<file path="src/pkg/cies_consts.svh">
// constants for the instruction execution subset
// What this block does
// - decrement_skip_if_zero (00 1011) subtracts one from the file register and leaves flags alone.
// - a zero result of decrement_skip_if_zero flushes the prefetched word and runs a no-op instead.
// - destination bit 0 sends the result to the accumulator, 1 back to the file register.
// - the branch loads pc bits 10..0 from the immediate and bits 12..11 from upper_pc_latch bits 4..3.
// - the branch takes two cycles and changes no flag.
// - increment_register (00 1010) adds one, routes by destination and updates zero_flag in one cycle.
// - move_register (00 1000) copies the register to the destination and sets zero_flag from the value.
// - store_accumulator (00 0000 1fff ffff) writes the accumulator to the register, flags unchanged.
// - the load-configuration word 00 0000 0110 0010 copies the accumulator to timer_pin_config.
// - xor_literal (11 1010) xors the accumulator with the literal into the accumulator, updating zero_flag.
// - xor_register (00 0110) xors accumulator and register, routes by destination, updates zero_flag.
// - the program counter is 13 bits; a pcl write loads bits 12..8 from upper_pc_latch, a branch only bits 12..11.
`ifndef CIES_CONSTS_SVH
`define CIES_CONSTS_SVH
`define CIES_OPT_ADDR 8'h81
`define CIES_OPT_RESET 8'hff
`define CIES_PCL_ADDR 8'h02
`define CIES_UPL_ADDR 8'h0a
`define CIES_STATUS_ADDR 8'h03
`define CIES_W_ADDR 8'h90
`define CIES_PC_ADDR 8'h91
`define CIES_Z_BIT 2
`define CIES_OP_DEC 4'hb
`define CIES_OP_INC 4'ha
`define CIES_OP_MOV 4'h8
`define CIES_OP_XOR 4'h6
`define CIES_OP_XORL 4'ha
`define CIES_W_OPTLOAD 14'h0062
`endif

</file>
<file path="src/pkg/cies_pkg.sv">
// types for the instruction execution subset
package cies_pkg;
  typedef enum logic [1:0] {
    CIES_RUN = 2'b00,
    CIES_FLUSH = 2'b01
  } cies_state_type;
endpackage

</file>
<file path="src/core/cies_core.sv">
// instruction decode and execution for the subset
//
// The strobed register port was chosen for this implementation.
`timescale 1ns/1ps
`include "cies_consts.svh"
module cies_core import cies_pkg::*; #(
  parameter int PC_W = 13,
  parameter int ADDR_W = 7
) (
  input wire logic clk,
  input wire logic rstn,
  input wire logic [13:0] instr,
  input wire logic instr_valid,
  output logic [PC_W-1:0] pc,
  output logic instr_taken,
  output logic [ADDR_W-1:0] file_addr,
  input wire logic [7:0] file_rdata,
  output logic [7:0] file_wdata,
  output logic file_we,
  output logic [7:0] working_accumulator,
  output logic zero_flag,
  output logic [7:0] timer_pin_config,
  output logic illegal_op,
  input wire logic [7:0] reg_addr,
  input wire logic [7:0] reg_wdata,
  input wire logic reg_wr,
  input wire logic reg_rd,
  output logic [7:0] reg_rdata
);
  cies_state_type state_r;
  logic [4:0] upper_pc_latch_r;
  logic [7:0] res;
  logic wr_w, wr_f, set_z, is_branch, is_skip, known;
  logic [ADDR_W-1:0] fa;
  logic dsel;

  function automatic logic is_zero(input logic [7:0] v);
    return v == 8'h00;
  endfunction

  // file access is combinational from the word; register file answers same cycle
  assign fa = instr[ADDR_W-1:0];
  assign dsel = instr[7];

  always_comb begin
    res = 8'h00;
    wr_w = 1'b0;
    wr_f = 1'b0;
    set_z = 1'b0;
    is_branch = 1'b0;
    is_skip = 1'b0;
    known = 1'b1;
    if (instr[13:12] == 2'b10 && instr[11]) begin
      is_branch = 1'b1;
    end else if (instr[13:8] == {2'b11, `CIES_OP_XORL}) begin
      res = working_accumulator ^ instr[7:0];
      wr_w = 1'b1;
      set_z = 1'b1;
    end else if (instr[13:12] == 2'b00) begin
      case (instr[11:8])
        `CIES_OP_DEC: begin
          res = file_rdata - 8'h01;
          is_skip = is_zero(res);
        end
        `CIES_OP_INC: begin
          res = file_rdata + 8'h01;
          set_z = 1'b1;
        end
        `CIES_OP_MOV: begin
          res = file_rdata;
          set_z = 1'b1;
        end
        `CIES_OP_XOR: begin
          res = working_accumulator ^ file_rdata;
          set_z = 1'b1;
        end
        4'h0: begin
          if (dsel) begin
            res = working_accumulator;
            wr_f = 1'b1;
          end else if (instr != `CIES_W_OPTLOAD &&
                       instr[6:0] != 7'h00 && instr[6:0] != 7'h20) begin
            known = 1'b0;
          end
        end
        default: known = 1'b0;
      endcase
      if (instr[11:8] != 4'h0) begin
        wr_w = !dsel;
        wr_f = dsel;
      end
    end else begin
      known = 1'b0;
    end
  end

  wire exec = instr_valid && state_r == CIES_RUN;

  // a flushed slot still consumes a cycle, making skip and branch two cycles
  always_ff @(posedge clk) begin
    if (!rstn) begin
      state_r <= CIES_RUN;
    end else if (state_r == CIES_FLUSH) begin
      state_r <= CIES_RUN;
    end else if (exec && (is_branch || is_skip)) begin
      state_r <= CIES_FLUSH;
    end
  end

  always_ff @(posedge clk) begin
    if (!rstn) begin
      pc <= '0;
    end else if (reg_wr && reg_addr == `CIES_PCL_ADDR) begin
      pc <= {upper_pc_latch_r, reg_wdata};
    end else if (exec && is_branch) begin
      pc <= {upper_pc_latch_r[4:3], instr[10:0]};
    end else if (instr_valid || state_r == CIES_FLUSH) begin
      pc <= pc + 13'h0001;
    end
  end

  always_ff @(posedge clk) begin
    if (!rstn) begin
      instr_taken <= 1'b0;
      file_addr <= '0;
      file_wdata <= 8'h00;
      file_we <= 1'b0;
      illegal_op <= 1'b0;
    end else begin
      instr_taken <= exec;
      file_addr <= fa;
      file_wdata <= res;
      file_we <= exec && wr_f;
      illegal_op <= exec && !known;
    end
  end

  always_ff @(posedge clk) begin
    if (!rstn) begin
      working_accumulator <= 8'h00;
    end else if (reg_wr && reg_addr == `CIES_W_ADDR) begin
      working_accumulator <= reg_wdata;
    end else if (exec && wr_w) begin
      working_accumulator <= res;
    end
  end

  // flags move on set_z or a status register write; dec, branch, store and config leave them
  always_ff @(posedge clk) begin
    if (!rstn) begin
      zero_flag <= 1'b0;
    end else if (exec && set_z) begin
      zero_flag <= is_zero(res);
    end else if (reg_wr && reg_addr == `CIES_STATUS_ADDR) begin
      zero_flag <= reg_wdata[`CIES_Z_BIT];
    end
  end

  always_ff @(posedge clk) begin
    if (!rstn) begin
      timer_pin_config <= `CIES_OPT_RESET;
    end else if (exec && instr == `CIES_W_OPTLOAD) begin
      timer_pin_config <= working_accumulator;
    end else if (exec && wr_f && fa == `CIES_OPT_ADDR) begin
      timer_pin_config <= res;
    end else if (reg_wr && reg_addr == `CIES_OPT_ADDR) begin
      timer_pin_config <= reg_wdata;
    end
  end

  always_ff @(posedge clk) begin
    if (!rstn) begin
      upper_pc_latch_r <= 5'h00;
    end else if (reg_wr && reg_addr == `CIES_UPL_ADDR) begin
      upper_pc_latch_r <= reg_wdata[4:0];
    end
  end

  always_ff @(posedge clk) begin
    if (!rstn) begin
      reg_rdata <= 8'h00;
    end else if (reg_rd) begin
      case (reg_addr)
        `CIES_OPT_ADDR: reg_rdata <= timer_pin_config;
        `CIES_PCL_ADDR: reg_rdata <= pc[7:0];
        `CIES_UPL_ADDR: reg_rdata <= {3'b000, upper_pc_latch_r};
        `CIES_STATUS_ADDR: reg_rdata <= {5'h00, zero_flag, 2'b00};
        `CIES_W_ADDR: reg_rdata <= working_accumulator;
        `CIES_PC_ADDR: reg_rdata <= {3'b000, pc[12:8]};
        default: reg_rdata <= 8'h00;
      endcase
    end else begin
      reg_rdata <= 8'h00;
    end
  end
endmodule

</file>
<file path="config.mk">
export PLATFORM = sky130hd
export DESIGN_NAME = cies_core
export DESIGN_NICKNAME = d
export VERILOG_FILES = /design/src/pkg/cies_pkg.sv /design/src/core/cies_core.sv
export VERILOG_INCLUDE_DIRS = /design/src /design/src/pkg
export SDC_FILE = /design/constraint.sdc
export NUM_CORES = 1
export LEC_CHECK = 0
export ABC_AREA = 1
export BUFFER_PORTS_ARGS = -buffer_cell sky130_fd_sc_hd__buf_2
export CAP_MARGIN = 10
export CORE_ASPECT_RATIO = 1.75
export CORE_MARGIN = 2
export CORE_UTILIZATION = 49
export CTS_CLUSTER_DIAMETER = 120
export CTS_CLUSTER_SIZE = 16
export DETAILED_ROUTE_END_ITERATION = 12
export GPL_ROUTABILITY_DRIVEN = 0
export PLACE_DENSITY = 0.78
export SLEW_MARGIN = 20
export SYNTH_ARGS = -nofsm -noshare
export SYNTH_HDL_FRONTEND = slang
export SYNTH_SLANG_ARGS = --single-unit
</file>
<file path="constraint.sdc">
create_clock -name clk -period 1.8 [get_ports clk]
set_input_delay 0.36 -clock clk [delete_from_list [all_inputs] [get_ports clk]]
set_output_delay 0.36 -clock clk [all_outputs]
set_load 0.01 [all_outputs]
</file>
**After elaboration in Yosys (flattened, before gate mapping)**

Cells that the tools add are included.

- Add/subtract/negate cells: 3
- Equality and inequality tests: 15
- Mux-type cells: 40
- Bitwise logic cells: 3
- Reduce and logical (&&, ||, !) cells: 35

Operator list:

| cell | number |
|---|---|
| $mux W8 | 8 |
| $pmux W8 S6 | 1 |
| $pmux W8 S5 | 1 |
| $mux W13 | 3 |
| $mux W1 | 26 |
| $eq A8 B8 Y1 const B | 3 |
| $eq A8 B2 Y1 const B | 2 |
| $logic_and A1 B1 Y1 | 16 |
| $logic_not A8 Y1 | 2 |
| $xor A8 B8 Y8 | 2 |
| $eq A14 B7 Y1 const B | 1 |
| $ne A14 B7 Y1 const B | 1 |
| $add A13 B1 Y13 const B | 1 |
| $eq A4 B4 Y1 const B | 3 |
| $add A8 B1 Y8 const B | 1 |
| $eq A8 B4 Y1 const B | 1 |
| $sub A8 B1 Y8 const B | 1 |
| $ne A7 B6 Y1 const B | 1 |
| $reduce_bool A7 Y1 | 1 |
| $eq A6 B6 Y1 const B | 1 |
| $reduce_bool A2 Y1 | 3 |
| $eq A4 B3 Y1 const B | 1 |
| $logic_not A2 Y1 | 2 |
| $logic_not A4 Y1 | 1 |
| 11 further kinds | 13 |

- Register bits after elaboration: 62
- Output and inout port bits: 56

**Depth between registers and ports, before layout**

Gate-level depths: netlist of run 1.

- Depth after elaboration: 11
- Gate-level depth with buffers: 15
- Depth with buffers taken out: 14

**Worst setup path before layout of run 1**

Ideal clock, no wire load.

- Path kind: reg-to-reg
- From: reg pc[0]
- To: reg pc[12]
- Setup time: 0.122 ns
- Arrival: 1.640 ns
- Data required time: 1.678 ns
- Path slack: 0.039 ns
- Stages on the path, launching flop included: 13
- Path buffers: 0
- Path through: dfxtp_1 -> ha_1 -> nand2_1 -> nor2_1 -> nand3_1 -> inv_1 -> nand3_1 -> nor2_1 -> nand2_1 -> nor2_1 -> xor2_1 -> o21ai_0 -> a21oi_1

- Cells in the longest elaborated chain, start to end: 4

Ends and longest elaborated chain:

| item | line | source |
|---|---|---|
| from (decl) | cies_core.sv:14 | `output logic [PC_W-1:0] pc,` |
| from (signal assigned) | cies_core.sv:114 | `pc <= {upper_pc_latch_r, reg_wdata};` |
| from (signal assigned) | cies_core.sv:116 | `pc <= {upper_pc_latch_r[4:3], instr[10:0]};` |
| from (signal assigned) | cies_core.sv:118 | `pc <= pc + 13'h0001;` |
| $add A13 B1 Y13 | cies_core.sv:118 |  |
| $mux W13 | cies_core.sv:117 | `end else if (instr_valid \|\| state_r == CIES_FLUSH) begin` |
| $mux W13 | cies_core.sv:115 | `end else if (exec && is_branch) begin` |
| $mux W13 | cies_core.sv:113 | `` end else if (reg_wr && reg_addr == `CIES_PCL_ADDR) begin `` |

Every way passes these cells. The select of a mux whose other input is x is not followed.
A chain may end at the register's enable or synchronous reset.

**Final worst setup path of run 1**

- From: reg pc[0]
- To: reg pc[11]

Same word-level chain as after synthesis.

==> results.ini, run 1 <==
[setup_path]
cp_data_required_time_ps = 2020
endpoint = pc[11]$_SDFFE_PN0P_
reg2reg_from = pc[0]$_SDFFE_PN0P_
rr_worst_depth = 10
worst-path-max-fanout = 5
cp_data_arrival_time_ps = 1960
crit_path_start_kind = register
rrSetupSlack_ps = 60
crit_start = pc[0]$_SDFFE_PN0P_
reg2reg_to = pc[11]$_SDFFE_PN0P_
path_class = register to register
cp-end-kind = register

[clock_tree]
numCtsBuffers = 9
cts_num_sinks = 62
root_buffer = clkbuf_16
clockBufferDepth = 2
worstSkewPairLatency_ps = 330
htreeDepth = 3
clk_pin_slew_ps = 60
cts_tree = done
ctsHoldBuffers = 0

[timing]
final_hold_viol_count = 0
holdWs_ps = 297
slew_headroom = 0.512
rsz0062_at_grt = yes
setup_slack_ps = 60.3
tns_ps = 0
clock.fmax_mhz = 575
setup_viol = 0
maxSlewViolCount = 0
tightest_slew_ps = 720
post-route-period-util = 0.967
clock_skew_ps = 3.55
layout_min_cycle_time_ps = 1740

[layout]
drive_gt1_frac = 0.325
final_util = 0.715
fin_nets = 856
design_area_um2 = 5610
final_cells = 903
antennaDiodeCount = 0
fillers = 609
syn_to_final_growth_pct = 43.7

[synthesis]
yosys_most_used_dff = dfxtp_1
synth-edff-count = 0
synth_seq_area_share = 0.318
syn_area_um2 = 3910
synth_cell_types = 43
synth_area_per_cell_um2 = 6.39
ys_ff_latch = 62
synthCells = 611
synthesis.nets = 659
synthArstFlopShare = 0
yosysWarnings = 0

[pwr]
power_density_nw_per_um2 = 657
ir_drop_uv = 663
power_mw = 3.69
p_leak_nw = 2.73

[floorplan]
fp.dieH_um = 122
core-area_um2 = 7860
die_w_um = 71.5
num_rows = 43
num_io_pins = 99
dieArea_um2 = 8730
start_util = 0.497

[routing]
wl_um = 16100
drt_first_pass_iters = 5
via_per_inst = 5.86
wire_per_inst_um = 17.9
dr.first_iter.drc_count = 387
drc = 0
via_count = 5294
postRouteAntennaNets = 0

[global_route]
grt_max_degree = 34
grt_antenna_before_repair = 0
grt_util_all_layers = 0.369
grt_pass1_wl_um = 24600
grt-ovfl-total = 0
grt_pass1_vias = 5130

[flow_run]
drv_cap = 0

[min_path]
hold_class = input pin to register
hold_start = reg_rd

[status]
status = finished, final reports clean

[place]
port_buffers = 98
placed_area_um2 = 5180
dp.cells = 879
hpwl_um = 12000
place_ws_ps = -208

[sequential cells by signal, indices dropped and copies added, names as in the netlist]
signal	count
working_accumulator	8
file_wdata	8
file_we	1
instr_taken	1
reg_rdata	8
pc	13
state_r	1
timer_pin_config	8
file_addr	7
zero_flag	1
illegal_op	1
upper_pc_latch_r	5
[routing by layer]
layer  vias to the layer above  track usage  wire, um
met2                       336        0.645      8240
li1                       2434            -         -
met3                       121       0.0612      1220
met4                         0        0.317      1530
met5                         -            0         0
met1                      2403        0.370      5160
[layout make-up]
| class | count | area [um2] | share of cell area |
|---|---|---|---|
| Clock buffer | 9 | 225 | 0.0401 |
| Clock inverter | 7 | 50.0 | 0.00892 |
| Inverter | 79 | 300 | 0.0535 |
| Multi-Input combinational cell | 453 | 2380 | 0.424 |
| Sequential cell | 62 | 1250 | 0.222 |
| Tap cell | 90 | 113 | 0.0201 |
| Timing Repair Buffer | 203 | 1300 | 0.231 |
[synth_stat cells, types with 4 or more instances]
cell type,instances,share of area
a221oi_1,5,0.011
xnor2_1,4,0.0090
or2_2,4,0.0064
nor2_1,66,0.063
a31oi_1,13,0.021
inv_1,77,0.074
o221ai_1,5,0.011
ha_1,5,0.016
nor3_1,6,0.0077
xor2_1,8,0.018
nand3_1,53,0.068
nand2_1,160,0.15
nor4_1,4,0.0064
o2111ai_1,8,0.018
clkbuf_1,14,0.013
o21ai_0,42,0.054
nand4_1,9,0.014
a21oi_1,27,0.035
dfxtp_1,62,0.32
a41oi_1,4,0.0090
[layout by cell type, fill, tap and decap left out, drive strengths merged, types with 2 or more instances in the layout]
master	netlist	routed
a211oi	3	3
a21oi	28	28
a221oi	5	5
a31oi	13	13
a41oi	4	4
buf	3	203
clkbuf	14	9
clkinv	2	5
clkinvlp	0	4
dfxtp	62	62
ha	5	5
inv	77	77
nand2	164	164
nand3	54	54
nand3b	2	2
nand4	9	9
nor2	70	70
nor3	8	8
nor3b	2	2
nor4	4	4
o2111ai	8	8
o21ai	43	43
o221ai	5	5
o22ai	3	3
o311ai	2	2
or2	5	5
xnor2	4	4
xor2	8	8
[worst max-delay path, cell delays in order, from the launching register on]
cell,delay [ps]
dfxtp_2,350
buf_6,130
nand3_2,90
nor2_2,140
nand3_2,90
nand3b_1,210
nor2_2,160
nand2_1,70
xor2_1,150
o21ai_1,150
a21oi_1,80
[cells by family after synthesis]
| group | after synthesis | synth area share |
|---|---|---|
| xor+xnor | 12 | 0.0269 |
| buf+inv | 96 | 0.0948 |
| flops | 62 | 0.318 |
| simple gates | 318 | 0.359 |
| compound gates | 118 | 0.185 |
| fa+ha+maj | 5 | 0.0160 |
[how the worst min path moves through the flow]
stage | to | depth (start not counted)
2_1_floorplan | upper_pc_latch_r[2]$_SDFFE_PN0P_ | 2
3_3_place_gp | timer_pin_config[1]$_SDFFE_PN1P_ | 2
3_5_place_dp | upper_pc_latch_r[1]$_SDFFE_PN0P_ | 2
4_1_cts | reg_rdata[2]$_SDFF_PN0_ | 3
5_1_grt | reg_rdata[2]$_SDFF_PN0_ | 3
6_report | reg_rdata[2]$_SDFF_PN0_ | 3
[power by group]
group	switching (mW)	internal, mW
clock	0.679	0.932
sequential	0.0380	1.41
combinational	0.373	0.253
total	1.09	2.60
[timing repair]
| action | 4_1_cts | 5_1_grt |
|---|---|---|
| buffers inserted | 5 | 3 |
| resized for setup | 9 | 30 |
| setup endpoints to repair | 3 | 10 |
| pin swaps | 5 | 11 |
Note: power is estimated with default switching activity, not from simulation.
==> run 2: changes to the inputs <==
--- a/config.mk
+++ b/config.mk
@@ -11,12 +11,13 @@
 export CAP_MARGIN = 10
 export CORE_ASPECT_RATIO = 1.75
 export CORE_MARGIN = 2
-export CORE_UTILIZATION = 49
+export CORE_UTILIZATION = 50
+export CTS_BUF_LIST = sky130_fd_sc_hd__clkbuf_8
 export CTS_CLUSTER_DIAMETER = 120
 export CTS_CLUSTER_SIZE = 16
 export DETAILED_ROUTE_END_ITERATION = 12
 export GPL_ROUTABILITY_DRIVEN = 0
-export PLACE_DENSITY = 0.78
+export PLACE_DENSITY = 0.79
 export SLEW_MARGIN = 20
 export SYNTH_ARGS = -nofsm -noshare
 export SYNTH_HDL_FRONTEND = slang
==> run 2 against run 1 <==
  * Worst hold slack worse by 55 ps
  * Highest routed layer unchanged
  * Clock power down 19%
  * Clock-buffer cell count up 3
==> results.ini, run 2 (same netlist as run 1, synthesis figures left out) <==
[status]
status = finished, final reports clean

[floorplan]
core-area_um2 = 7570
start_util = 0.516
num_rows = 42
fp.dieH_um = 121
die_w_um = 70.8
num_io_pins = 99
dieArea_um2 = 8560

[layout]
final_cells = 903
antennaDiodeCount = 0
drive_gt1_frac = 0.326
fin_nets = 859
design_area_um2 = 5580
layout_commonest_cell = nand2_1
layout_common_cells = nand2_1, buf_4, buf_2, inv_1, nor2_1
largest_register_ffs = 13
final_util = 0.737
largest_register = pc
syn_to_final_growth_pct = 42.8

[timing]
clock_skew_ps = 7.72
post-route-period-util = 0.977
layout_min_cycle_time_ps = 1760
maxSlewViolCount = 0
setup_viol = 0
clock.fmax_mhz = 569
rsz0062_at_grt = yes
slew_headroom = 0.427
final_hold_viol_count = 0
tightest_slew_ps = 846
setup_slack_ps = 41.0

[global_route]
grt_pass1_vias = 5155
grt_max_degree = 34
grt_pass1_wl_um = 24300
grt-ovfl-total = 0
grt_antenna_before_repair = 0
grt_util_all_layers = 0.372

[pwr]
power_density_nw_per_um2 = 609
ir_drop_uv = 649
power_mw = 3.40
p_leak_nw = 2.73

[place]
placed_area_um2 = 5220
hpwl_um = 12200
place_ws_ps = -219
port_buffers = 98
dp.cells = 883

[setup_path]
cp_data_required_time_ps = 2090
worst-path-max-fanout = 5
reg2reg_to = zero_flag$_SDFFE_PN0P_
path_class = register to register
crit_path_start_kind = register
crit_top_cell = nand2_1
cp-end-kind = register
crit_chain = ha_1, or2_2, nand2_1, nand3_1, nor2_1, nand2_1, a21oi_1
cp_data_arrival_time_ps = 2050
slowest_stage = dfxtp_1
rrSetupSlack_ps = 40
max_stage_delay_ps = 480
rr_worst_depth = 7
reg2reg_from = working_accumulator[7]$_SDFFE_PN0P_

[routing]
drt_first_pass_iters = 7
postRouteAntennaNets = 0
via_per_inst = 5.89
dr.first_iter.drc_count = 288
drc = 0
wl_um = 16100
via_count = 5323
wire_per_inst_um = 17.8

[min_path]
holdPathStages = 3
hold_class = input pin to register
holdPathEnd = file_addr[4]$_SDFF_PN0_
hold_start = instr[4]

[flow_run]
drv_cap = 0

[clock_tree]
worstSkewPairLatency_ps = 360
cts_num_sinks = 62
numCtsBuffers = 9
clockBufferDepth = 2
htreeDepth = 3
clk_pin_slew_ps = 70
cts_tree = done
root_buffer = clkbuf_8

## run 2: changes by cell type in the layout (fill, tap and decap cells not counted), moves of 2 or more
cell        before  now
buf_4          102  107
buf_6            2    0
clkbuf_16        9    0
clkbuf_8         0   12
clkinvlp_4       4    1
dfxtp_1         58   56
nor2_1          59   61
nor2_2           8    5
## run 2: layout make-up
type	count	area, um2
fill	594	1990
timing repair buffer	206	1310
inverter	79	297
tap	88	110
sequential	62	1250
clock inverter	3	42.5
clock buffer	12	165
multi-input combinational	453	2400
## run 2: timing repair
| action | 4_1_cts | 5_1_grt |
|---|---|---|
| resized for setup | 4 | 36 |
| setup buffers | 0 | 5 |
| hold buffers | 0 | 0 |
| setup endpoints to repair | 3 | 8 |
| gates cloned | 0 | 0 |
| pin swaps | 0 | 7 |
## run 2: worst max-delay path, delay by kind of cell, from the launching register on
family / cells / cell delay [ps]
DFF: 1 / 480
AOI/OAI and AO/OA: 1 / 130
adders and majority gates: 1 / 290
and+or+nand+nor: 5 / 780
## run 2: through the flow
stage               setup TNS, ps  hold slack [ps]
floorplan                       0              444
global placement            -2300              491
detailed placement          -4850              492
CTS                             0              246
global route                -75.0              255
finish                          0              242
## run 2: how the worst max path moves through the flow
stage / from / endpoint / cells past startpoint
global placement: file_rdata[0] / zero_flag$_SDFFE_PN0P_ / 12
CTS: pc[1]$_SDFFE_PN0P_ / pc[12]$_SDFFE_PN0P_ / 12
floorplan: pc[0]$_SDFFE_PN0P_ / pc[12]$_SDFFE_PN0P_ / 12
global route: pc[1]$_SDFFE_PN0P_ / pc[12]$_SDFFE_PN0P_ / 12
detailed placement: file_rdata[0] / zero_flag$_SDFFE_PN0P_ / 12
finish: working_accumulator[7]$_SDFFE_PN0P_ / zero_flag$_SDFFE_PN0P_ / 7
## run 2: per-layer routing
layer  global-route usage  part of all wire  up-vias  wire length [um]
met3               0.0839             0.075      126              1210
li1                     -                 -     2448                 -
met4                0.330              0.10        0              1650
met2                0.665              0.52      338              8290
met5                    0                 0        -                 0
met1                0.341              0.31     2411              4920
## run 2: report_power, final
group / switching [mW] / internal (mW) / leakage [nW]
clock network: 0.570 / 0.742 / 0.104
registers: 0.0401 / 1.41 / 0.508
logic: 0.371 / 0.263 / 2.12
